<file path="src/core/ccrd_pkg.sv">
// Constants and helpers for the clock ratio divider.
// Assumes one system clock; all ticks are single-cycle enables on it.
package ccrd_pkg;
  localparam int          CCRD_AW          = 4;
  localparam logic [3:0]  CCRD_ADDR_CTL    = 4'h0;
  // Field positions of the control register
  localparam int          CCRD_RECOVER_BIT = 15;
  localparam int          CCRD_RATIO_LSB   = 12;
  localparam int          CCRD_EN_BIT      = 11;
  localparam int          CCRD_POST_LSB    = 8;
  // Power-on values
  localparam logic        CCRD_RECOVER_RST = 1'b0;
  localparam logic [2:0]  CCRD_RATIO_RST   = 3'h3;
  localparam logic        CCRD_EN_RST      = 1'b0;
  localparam logic [2:0]  CCRD_POST_RST    = 3'h1;
  // Oscillator selections that use the postscaler, then divider terms and reset terms
  localparam logic [2:0]  CCRD_OSC_FAST    = 3'h7;
  localparam logic [2:0]  CCRD_OSC_SLOW    = 3'h6;
  localparam logic [2:0]  CCRD_POST_MAX    = 3'h7;
  localparam logic [7:0]  CCRD_TERM_256    = 8'hFF;
  localparam logic [7:0]  CCRD_POST_TRST   = 8'h01;
  localparam logic [6:0]  CCRD_RATIO_TRST  = 7'h00;

  // Terminal count of the postscaler: divide by 2**code, code 7 by 256
  function automatic logic [7:0] ccrd_post_term(input logic [2:0] code);
    logic [7:0] t;
    t = 8'h00;
    if (code == CCRD_POST_MAX) begin
      t = CCRD_TERM_256;
    end else begin
      t = 8'((9'h001 << code) - 9'h001);
    end
    return t;
  endfunction : ccrd_post_term

  // Terminal count of the ratio divider: divide by 2**field
  function automatic logic [6:0] ccrd_ratio_term(input logic [2:0] f);
    logic [6:0] t;
    t = 7'(( 8'h01 << f) - 8'h01);
    return t;
  endfunction : ccrd_ratio_term
endpackage : ccrd_pkg

</file>
<file path="src/core/ccrd_top.sv">
// Clock ratio divider: control register, fast RC postscaler and the
// CPU-to-peripheral ratio divider.
// Assumes all tick and interrupt inputs come from logic on clock, so
// none is synchronised; the register port is a one-cycle strobe port.
//
// Operation
// RQ1 - With recover set an interrupt clears ratio enable, else leaves it.
// RQ2 - Enabled, the CPU tick is the periph tick over 2**ratio; else 1:1.
// RQ3 - At selection 111 the postscaler divides 8 MHz by 2**code, 111 by 256.
// RQ4 - At selection 110 the same codes divide the 500 kHz tick.
// RQ5 - Reset loads recover 0, ratio 011, enable 0, postscale 001; all R/W.
// RQ6 - Control bits 7 to 0 read zero and ignore writes.
// RQ7 - New divider settings apply only at a divider boundary, no short pulse.
//
// The register addresses and strobed register access were decided locally.
`timescale 1ns/10ps
module ccrd_top import ccrd_pkg::*; #(
  parameter int AW = CCRD_AW
) (
  input  wire logic          clock,
  input  wire logic          resetn,
  input  wire logic          clk_en,
  input  wire logic [AW-1:0] reg_addr,
  input  wire logic [15:0]   reg_wdata,
  input  wire logic          reg_wr,
  input  wire logic          reg_rd,
  output logic [15:0]        reg_rdata,
  input  wire logic [2:0]    current_osc_select,
  input  wire logic          fast_rc_tick,
  input  wire logic          slow_rc_tick,
  input  wire logic          osc_tick,
  input  wire logic          irq_in,
  output logic               periph_tick,
  output logic               cpu_tick,
  output logic               ratio_active
);
  typedef struct packed {
    logic        recover_on_irq;
    logic [2:0]  ratio_sel;
    logic        ratio_apply_en;
    logic [2:0]  fast_rc_postscale;
    logic [15:0] rdata;
    logic        active;
  } ccrd_st_t;

  ccrd_st_t    s;
  ccrd_st_t    next_s;
  logic        hit;
  logic        src_tick;
  logic [7:0]  post_term;
  logic [6:0]  ratio_term;
  logic [15:0] ctl_word;

  assign hit = (reg_addr == AW'(CCRD_ADDR_CTL));

  always_comb begin
    ctl_word                 = 16'h0000; // RQ6
    ctl_word[CCRD_RECOVER_BIT] = s.recover_on_irq;
    ctl_word[CCRD_RATIO_LSB +: 3] = s.ratio_sel;
    ctl_word[CCRD_EN_BIT]    = s.ratio_apply_en;
    ctl_word[CCRD_POST_LSB +: 3]  = s.fast_rc_postscale;
  end

  // Postscaler source and divide table per oscillator selection
  always_comb begin
    src_tick  = osc_tick;
    post_term = 8'h00;
    if (current_osc_select == CCRD_OSC_FAST) begin
      src_tick  = fast_rc_tick; // RQ3
      post_term = ccrd_post_term(s.fast_rc_postscale); // RQ3
    end else if (current_osc_select == CCRD_OSC_SLOW) begin
      src_tick  = slow_rc_tick; // RQ4
      post_term = ccrd_post_term(s.fast_rc_postscale); // RQ4
    end
  end

  // Ratio forced to 1:1 unless enabled
  assign ratio_term = s.ratio_apply_en ?
                      ccrd_ratio_term(s.ratio_sel) : 7'h00; // RQ2

  always_comb begin
    next_s       = s;
    next_s.rdata = 16'h0000;
    if (reg_rd && hit) begin
      next_s.rdata = ctl_word;
    end
    if (reg_wr && hit) begin
      // Low byte has no storage, so writes there vanish
      next_s.recover_on_irq    = reg_wdata[CCRD_RECOVER_BIT];
      next_s.ratio_sel         = reg_wdata[CCRD_RATIO_LSB +: 3];
      next_s.ratio_apply_en    = reg_wdata[CCRD_EN_BIT];
      next_s.fast_rc_postscale = reg_wdata[CCRD_POST_LSB +: 3];
    end
    // Hardware clear beats a same-cycle software set
    if (irq_in && s.recover_on_irq) begin
      next_s.ratio_apply_en = 1'b0; // RQ1
    end
    next_s.active = next_s.ratio_apply_en && (next_s.ratio_sel != 3'h0);
  end

  always_ff @(posedge clock or negedge resetn) begin
    if (!resetn) begin
      s <= '{recover_on_irq:    CCRD_RECOVER_RST,
             ratio_sel:         CCRD_RATIO_RST,
             ratio_apply_en:    CCRD_EN_RST,
             fast_rc_postscale: CCRD_POST_RST,
             rdata:             16'h0000,
             active:            1'b0}; // RQ5
    end else if (clk_en) begin
      s <= next_s;
    end
  end

  ccrd_div #(
    .W     (8),
    .T_RST (CCRD_POST_TRST)
  ) u_post (
    .clock    (clock),
    .resetn   (resetn),
    .clk_en   (clk_en),
    .in_tick  (src_tick),
    .term_in  (post_term),
    .out_tick (periph_tick)
  );

  ccrd_div #(
    .W     (7),
    .T_RST (CCRD_RATIO_TRST)
  ) u_ratio (
    .clock    (clock),
    .resetn   (resetn),
    .clk_en   (clk_en),
    .in_tick  (periph_tick),
    .term_in  (ratio_term),
    .out_tick (cpu_tick)
  );

  assign reg_rdata    = s.rdata;
  assign ratio_active = s.active;

  // Helper: high from the second enabled cycle after reset
  logic seen;
  always_ff @(posedge clock or negedge resetn) begin
    if (!resetn) begin
      seen <= 1'b0;
    end else if (clk_en) begin
      seen <= 1'b1;
    end
  end
endmodule : ccrd_top

</file>
<file path="src/core/ccrd_div.sv">
// Tick divider: one output pulse per term+1 input ticks.
// Assumes in_tick is a one-cycle enable on clock; term_in may change
// at any time and is only taken at a divider boundary.
`timescale 1ns/10ps
module ccrd_div import ccrd_pkg::*; #(
  parameter int            W     = 8,
  parameter logic [W-1:0]  T_RST = '0
) (
  input  wire logic          clock,
  input  wire logic          resetn,
  input  wire logic          clk_en,
  input  wire logic          in_tick,
  input  wire logic [W-1:0]  term_in,
  output logic               out_tick
);
  typedef struct packed {
    logic [W-1:0] cnt;
    logic [W-1:0] term;
    logic         out;
  } ccrd_div_st_t;

  ccrd_div_st_t s;
  ccrd_div_st_t next_s;

  always_comb begin
    next_s     = s;
    next_s.out = 1'b0;
    if (in_tick) begin
      if (s.cnt >= s.term) begin
        // New setting taken only here, so no pulse is cut short
        next_s.cnt  = '0; // RQ7
        next_s.term = term_in; // RQ7
        next_s.out  = 1'b1;
      end else begin
        next_s.cnt = W'(s.cnt + 1'b1);
      end
    end
  end

  always_ff @(posedge clock or negedge resetn) begin
    if (!resetn) begin
      s <= '{cnt: '0, term: T_RST, out: 1'b0};
    end else if (clk_en) begin
      s <= next_s;
    end
  end

  assign out_tick = s.out;
endmodule : ccrd_div

</file>
<file path="config.mk">
export PLATFORM = sky130hd
export DESIGN_NAME = ccrd_top
export DESIGN_NICKNAME = d
export VERILOG_FILES = /design/src/core/ccrd_pkg.sv /design/src/core/ccrd_top.sv /design/src/core/ccrd_div.sv
export SDC_FILE = /design/constraint.sdc
export NUM_CORES = 1
export LEC_CHECK = 0
export BUFFER_PORTS_ARGS = -buffer_cell sky130_fd_sc_hd__buf_4
export CORE_UTILIZATION = 30
export CTS_CLUSTER_SIZE = 30
export DETAILED_ROUTE_END_ITERATION = 8
export PLACE_DENSITY_LB_ADDON = 0.3
export SYNTH_ARGS = -nofsm -noshare
export SYNTH_HDL_FRONTEND = slang
export SYNTH_SLANG_ARGS = --single-unit
</file>
<file path="constraint.sdc">
create_clock -name clock -period 2.1 [get_ports clock]
set_input_delay 0.21 -clock clock [delete_from_list [all_inputs] [get_ports clock]]
set_output_delay 0.21 -clock clock [all_outputs]
set_load 0.005 [all_outputs]
</file>
---- Word-level counts from Yosys, hierarchy flattened ----
Cells that the tools add are included.
storage, ports and cells
  flip-flop bits (word level) ............. 57
  word-level logic and storage cells ...... 49
operators by class
  add/subtract/negate cells ............... 4
  magnitude comparators ................... 2
  equal/unequal tests ..................... 3
  shifts and indexed selects .............. 2
  multiplexer cells ....................... 15
  reductions and logical operators ........ 11
operators by type and width
  cell                                                                 count
  8-bit two-way mux                                                    4
  7-bit two-way mux                                                    3
  16-bit two-way mux                                                   1
  3-bit == test (second input constant)                                3
  8-bit by 1-bit adder with 8-bit output (second input constant)       1
  8-bit greater-or-equal comparator                                    1
  1-bit by 3-bit << shifter with 8-bit output (first input constant)   1
  8-bit by 1-bit subtractor with 8-bit output (second input constant)  1
  7-bit by 1-bit adder with 7-bit output (second input constant)       1
  7-bit greater-or-equal comparator                                    1
  1-bit two-way mux                                                    7
  1-bit by 3-bit << shifter with 7-bit output (first input constant)   1
  7-bit by 1-bit subtractor with 7-bit output (second input constant)  1
  2-bit AND reduction                                                  3
  3-bit AND reduction                                                  2
  1-bit logical AND                                                    4
  4-bit logical NOT                                                    1
  3-bit nonzero test                                                   1

---- Logic depth before layout (Yosys ltp) ----
Gate-level depths: netlist of the first run.
  depth in word-level cells ............... 5
  mapped depth ............................ 8
  depth with buffers taken out ............ 7

---- Cells and area by module ----
Synthesis of the first run repeated with hierarchy kept, for this count alone.
second synthesis, totals
  cells, all modules ...................... 266
  area, all modules ....................... 2711.4 um^2
by module, submodules not included
  module               instances  cells an instance  area an instance (um^2)
  ccrd_div at u_post   1          101                938.4
  ccrd_top             1          82                 934.6
  ccrd_div at u_ratio  1          83                 838.3

---- Worst setup path after synthesis of the first run ----
Ideal clock, no wire load.
  path kind ............................... register -> register
  start point ............................. register u_post.s[11] (netlist bit)
  end point ............................... register u_post.s[16] (netlist bit)
  library setup time ...................... 0.090 ns
  data arrival time ....................... 1.953 ns
  required time ........................... 2.010 ns
  slack ................................... 0.057 ns
  cell stages (with the launch flop) ...... 7
  path buffers ............................ 0
  period minus slack after synthesis ...... 2.043 ns
  cells stage by stage .................... dfrtp_1 > ha_1 > a211o_1 > a31oi_2 > o41ai_4 > or4_1 > o221ai_1
between the ends
  longest elaborated chain between the ends .. 2
  elaborated cells between the ends (all ways) .. 3
RTL lines
  item                                                                                         line                            RTL
  start, declared                                                                              ccrd_div.sv:22                  ccrd_div_st_t s;
  start signal, assigned                                                                       ccrd_div.sv:42                  s <= '{cnt: '0, term: T_RST, out: 1'b0};
  start signal, assigned                                                                       ccrd_div.sv:44                  s <= next_s;
  8-bit by 1-bit adder with 8-bit output or 8-bit greater-or-equal comparator (tied branches)  ccrd_div.sv:35, ccrd_div.sv:29
  8-bit two-way mux (*)                                                                        ccrd_div.sv:29                  if (s.cnt >= s.term) begin
Every way passes the cells marked *; elsewhere a longest branch is shown, timed or not.
A chain may end at the register's enable or synchronous reset.

---- Worst setup path in the final report of the first run ----
  start point ............................. register u_post.s[9] (netlist bit)
  end point ............................... register u_post.s[14] (netlist bit)
The elaborated chain is that of the path after synthesis.

==> results.cfg, run 1 <==
[clock_network]
root_buffer = clkbuf_8
cts_htree_levels = 2
numCtsBuffers = 5
clock_path_buffers = 2
clk_pin_slew_worst_paths_ns = 0.11
numClockSinks = 49
cts_tree = done
insertion_delay_ns = 0.31

[layout]
diodes = 0
nFillCells = 806
drive_gt1_share_pct = 29.8
fin_nets = 343
fin_cells = 400
area_growth_pct = 23.7
final_util_pct = 38.7

[sta]
min_period_ns = 2.05
worst_slew_pin_slew_ns = 0.623
rsz0062_at_grt = true
fin_skew_ns = 0.0123
relSlewSlack_pct = 58.5
finalSetupViolCount = 0
final-hold-violation-count = 0
maxSlewViolCount = 0
post-route-period-util_pct = 97.5
fin_ws_ns = 0.0517
max_freq_mhz = 488

[placed_design]
place.gp.congestion = 0.695
post-place-ws_ns = -0.00258
dp_cells = 387
port-buffer-count = 34
dp_hpwl_microns = 3670

[synthesis]
syn-cell-area_sq_um = 2590
synth-edff-count = 0
syn_area_per_cell_sq_um = 10.6
synth_common_cells = dfrtp_1 (45), nand2_1 (21), inv_1 (18)
synth-main-ff-cell = dfrtp_1
yosysTopAreaCell = dfrtp_1
async_flop_share_pct = 100
yosys.cell_count.top_type = dfrtp_1
synth_warnings = 0
synthCells = 244
ys_ff_latch = 49
ys_types = 45
yosysTopAreaCellShare_pct = 43.4
synth_area_leaders = dfrtp_1 (43%), ha_1 (8.2%), mux2_2 (5.6%)
ys_seq_area_share_pct = 47.5

[grt]
grt_usage_pct = 12.7
grt_pass1_vias = 1860
overflow = 0
grt_pass1_wl_microns = 8890
antenna_found_initial = 0
grt_max_degree = 50

[pwr]
p_sw_mw = 0.938
p_int_mw = 1.86
seqPwrFrac_pct = 45.3
p_leak_nw = 1.57
netSwitchingFraction_pct = 33.6
p_per_area_nw_per_um2 = 871
clockPowerShare_pct = 21.6
ir_drop_mv = 0.416
comb_power_share_pct = 33.1

[drt]
via_count = 1937
drt_wl_total_microns = 5160
wire_per_inst_microns = 12.9
viasPerCell = 4.84
dr.pass1.iters = 4
dr.first_iter.drc_count = 57
drc = 0
ant_nets = 0

[critical_path]
required_ns = 2.29
reg2reg_slack_ns = 0.05
path_max_fanout = 5
worstSetupPathType = reg -> reg
critPathLaunchType = flip-flop
cp.arrival_ns = 2.24
cp-end-kind = flip-flop

[floorplan]
fp.dieW_microns = 95.0
ioPinCount = 51
dieArea_sq_um = 9020
fp.coreArea_sq_um = 8300
rows = 33
start_util_pct = 31.3
die_h_microns = 95.0

[worst_hold_path]
holdCritPathClass = in -> reg

[run_status]
outcome = complete, no violations

[run]
max_cap_viol_count = 0
==> cell usage in the layout (no fill, tap or decap), drive strengths merged, types with 2 or more instances in the layout <==
cell type / instances
xor2: 2
conb: 8
dfstp: 4
nand2b: 2
and2: 3
nand4: 2
o2bb2ai: 2
o31ai: 2
nor2: 11
a21oi: 8
a21o: 2
nor3: 2
nand2: 22
buf: 49
dfrtp: 45
and4: 2
nor2b: 4
o221ai: 2
nand3: 7
or3: 2
mux2i: 9
o21ai: 17
a22o: 11
ha: 17
mux2: 13
inv: 21
and3: 5
clkbuf: 5
==> per-stage QoR <==
step	hold WS [ns]	power (mW)	cell area, sq um	setup TNS (ns)
CTS	0.114	2.64	3110	0
global placement	0.277	2.00	3000	0
floorplan	-0.0856	1.76	2620	0
global route	0.116	3.01	3210	-0.0902
detailed placement	0.280	2.02	3000	-0.00258
finish	0.123	2.79	3210	0
==> critical path, cell delays in order, from the launching register on <==
cell	delay (ns)
dfrtp_1	0.40
inv_2	0.07
ha_4	0.25
nand2b_4	0.11
a31oi_4	0.08
o41ai_4	0.45
buf_4	0.21
nor2_2	0.06
a221o_1	0.30
==> registers in the layout, indices dropped and copies added (netlist names) <==
| name | cells |
|---|---|
| ctl_word | 8 |
| u_post.out_tick | 1 |
| u_ratio.s | 14 |
| ratio_active | 1 |
| u_post.s | 16 |
| u_ratio.out_tick | 1 |
| reg_rdata | 8 |
==> logic make-up after synthesis <==
| group | share of synthesized area (%) |
|---|---|
| buf+inv | 6.08 |
| compound gates | 15.2 |
| other cells | 0.145 |
| flops | 47.5 |
| mux | 9.12 |
| xor+xnor | 1.01 |
| simple gates | 12.8 |
| fa+ha+maj | 8.20 |
==> power by group through the flow <==
stage,Clock (mW),Combinational (mW),Sequential (mW)
after floorplan,0,0.538,1.23
after global placement,0,0.730,1.27
after detailed placement,0,0.748,1.27
after CTS,0.638,0.749,1.25
after global routing,0.668,1.05,1.30
final,0.604,0.925,1.26
==> path summary, 6_finish.rpt <==
path / cells past startpoint / end / startpoint
worst max-delay path: 8 / u_post.s[14] / u_post.s[9]
worst min-delay path: 2 / ctl_word[15] / reg_wdata[15]
worst max register to register: 8 / u_post.s[14] / u_post.s[9]
worst min register to register: 1 / u_ratio.out_tick / u_ratio.out_tick
max in group asynchronous: 2 / u_post.s[11] / resetn
min in group asynchronous: 2 / reg_rdata[13] / resetn
==> final cells by class <==
class,instances,area [sq um],area share (%)
clock inverters,3,26.3,0.819
well taps,105,131,4.10
clock buffers,5,68.8,2.15
inverters,19,71.3,2.22
flip-flops and latches,49,1230,38.4
multi-input cells,169,1300,40.4
repair buffers,50,382,11.9
==> layer usage <==
metal | routed length (microns) | GRT usage (%) | up-vias
li1 | - | - | 956
met1 | 2640 | 18.4 | 927
met2 | 2280 | 19.0 | 50
met3 | 188 | 2.50 | 4
met4 | 45 | 3.79 | 0
met5 | 0 | 0 | -
==> repair_timing <==
item / 4_1_cts / 5_1_grt
resized for setup: 0 / 14
setup buffers: 0 / 4
endpoints found under the hold margin: 45 / 0
hold buffers: 1 / 0
pin swaps: 1 / 9
setup endpoints to repair: 1 / 21
Power figures use the tool's default switching activity.
==> run 2: changes to the inputs <==
--- a/config.mk
+++ b/config.mk
@@ -6,6 +6,7 @@
 export NUM_CORES = 1
 export LEC_CHECK = 0
 export BUFFER_PORTS_ARGS = -buffer_cell sky130_fd_sc_hd__buf_4
+export CORE_MARGIN = 3
 export CORE_UTILIZATION = 30
 export CTS_CLUSTER_SIZE = 30
 export DETAILED_ROUTE_END_ITERATION = 8
==> results.cfg, run 2 (synthesis results as in run 1) <==
[clock_network]
numCtsBuffers = 5
numClockSinks = 49
cts_htree_levels = 2
cts_tree = done
clk_pin_slew_worst_paths_ns = 0.09
clock_path_buffers = 2
post_cts_buffers = 0
root_buffer = clkbuf_8
insertion_delay_ns = 0.30

[critical_path]
crit_slowest_cell = or4_1
crit_family = compound AO/OA/AOI/OAI gates
cpPeakStageDelay_ns = 0.50
cp.arrival_ns = 2.23
reg2reg_from = u_post.s[3]
r2r_cells = 7
path_cells = inv_1, ha_4, a211o_1, a31oi_4, o41ai_4, or4_1, o221ai_1
reg2reg_slack_ns = 0.09
path_max_fanout = 3
crit_buf_inv = 1
worstSetupPathType = reg -> reg
required_ns = 2.31
critPathLaunchType = flip-flop
cp-end-kind = flip-flop
r2r-end = u_post.s[16]

[pwr]
ir_drop_mv = 0.386
p_per_area_nw_per_um2 = 873
p_leak_nw = 1.53

[sta]
final-hold-violation-count = 0
finalSetupViolCount = 0
maxSlewViolCount = 0
fin_skew_ns = 0.00562
relSlewSlack_pct = 56.3
post-route-period-util_pct = 95.9
min_period_ns = 2.01
worst_slew_pin_slew_ns = 0.656
fin_ws_ns = 0.0852
max_freq_mhz = 496
finalSetupTns_ns = 0
rsz0062_at_grt = true

[layout]
layout_common_cells = dfrtp_1 (45), buf_4 (42), nand2_1 (21), inv_1 (18), o21ai_0 (17)
largest_reg_flops = 16
final_util_pct = 37.8
top_regs = u_post.s: 16 flops, u_ratio.s: 14 flops
regMostFlops = u_post.s
fin_nets = 336
diodes = 0
drive_gt1_share_pct = 25.3
design_area_sq_um = 3130
fin_cells = 393
final_common_cell = dfrtp_1
area_growth_pct = 20.8

[grt]
grt_max_degree = 50
antenna_found_initial = 0
grt_pass1_wl_microns = 9180
grt_usage_pct = 11.4
grt_pass1_vias = 1992
overflow = 0

[floorplan]
dieArea_sq_um = 9800
rows = 33
fp.coreArea_sq_um = 8300
ioPinCount = 51
start_util_pct = 31.3
die_h_microns = 99.0
fp.dieW_microns = 99.0

[placed_design]
port-buffer-count = 34
dp_hpwl_microns = 3780
placed_cell_area_sq_um = 2980
post-place-ws_ns = 0.0124
place.gp.congestion = 0.772
dp_cells = 384

[drt]
drc = 0
drt_wl_total_microns = 5260
dr.pass1.iters = 4
dr.first_iter.drc_count = 94
wire_per_inst_microns = 13.4
viasPerCell = 4.80
via_count = 1886
ant_nets = 0

[worst_hold_path]
holdCritPathClass = in -> reg
hold_depth = 2
timing.hold.worst_endpoint = ctl_word[10]
worstHoldStart = reg_wdata[10]

[run_status]
outcome = complete, no violations

[run]
max_cap_viol_count = 0
==> run 2: metal layers <==
layer,vias up,track usage [%],share of wire [%]
met5,-,0,0
met4,0,3.78,0.78
met3,2,2.62,4.0
met2,41,17.9,45
met1,906,15.6,50
li1,937,-,-
==> run 2: worst max-delay path by stage <==
stage	start	end	slack (ns)	depth (start not counted)
3_3_place_gp	u_post.s[3]	u_post.s[16]	0.06	7
4_1_cts	u_post.s[3]	u_post.s[16]	0.01	7
5_1_grt	u_post.s[9]	u_post.s[14]	-0.04	8
6_report	u_post.s[3]	u_post.s[16]	0.09	7
2_1_floorplan	u_post.s[11]	u_post.s[16]	0.06	6
3_5_place_dp	u_post.s[3]	u_post.s[9]	0.01	8
==> run 2: area by class of cell <==
| type | instances | area (sq um) |
|---|---|---|
| sequential | 49 | 1230 |
| clock inverter | 2 | 37.5 |
| tap | 105 | 131 |
| multi-input combinational | 169 | 1250 |
| clock buffer | 6 | 82.6 |
| inverter | 19 | 71.3 |
| timing repair buffer | 43 | 325 |
| fill | 833 | 5160 |
==> run 2: report_power, final <==
| group | total [mW] | switching [mW] | internal [mW] |
|---|---|---|---|
| sequential | 1.26 | 0.159 | 1.10 |
| combinational | 0.767 | 0.385 | 0.382 |
| clock | 0.705 | 0.317 | 0.388 |
| total | 2.73 | 0.861 | 1.87 |
==> run 2: per-stage QoR <==
stage	total power, mW	hold WS [ns]
final	2.73	0.137
after global routing	2.93	0.127
after CTS	2.73	0.122
after detailed placement	2.01	0.284
after global placement	1.98	0.283
after floorplan	1.76	-0.0856
==> run 2: repair_timing <==
| item | 4_1_cts | 5_1_grt |
|---|---|---|
| endpoints found under the hold margin | 45 | 0 |
| hold buffers | 1 | 0 |
| gates cloned | 0 | 0 |
| setup endpoints to repair | 2 | 6 |
| pin swaps | 1 | 1 |
| gates resized for setup | 1 | 2 |
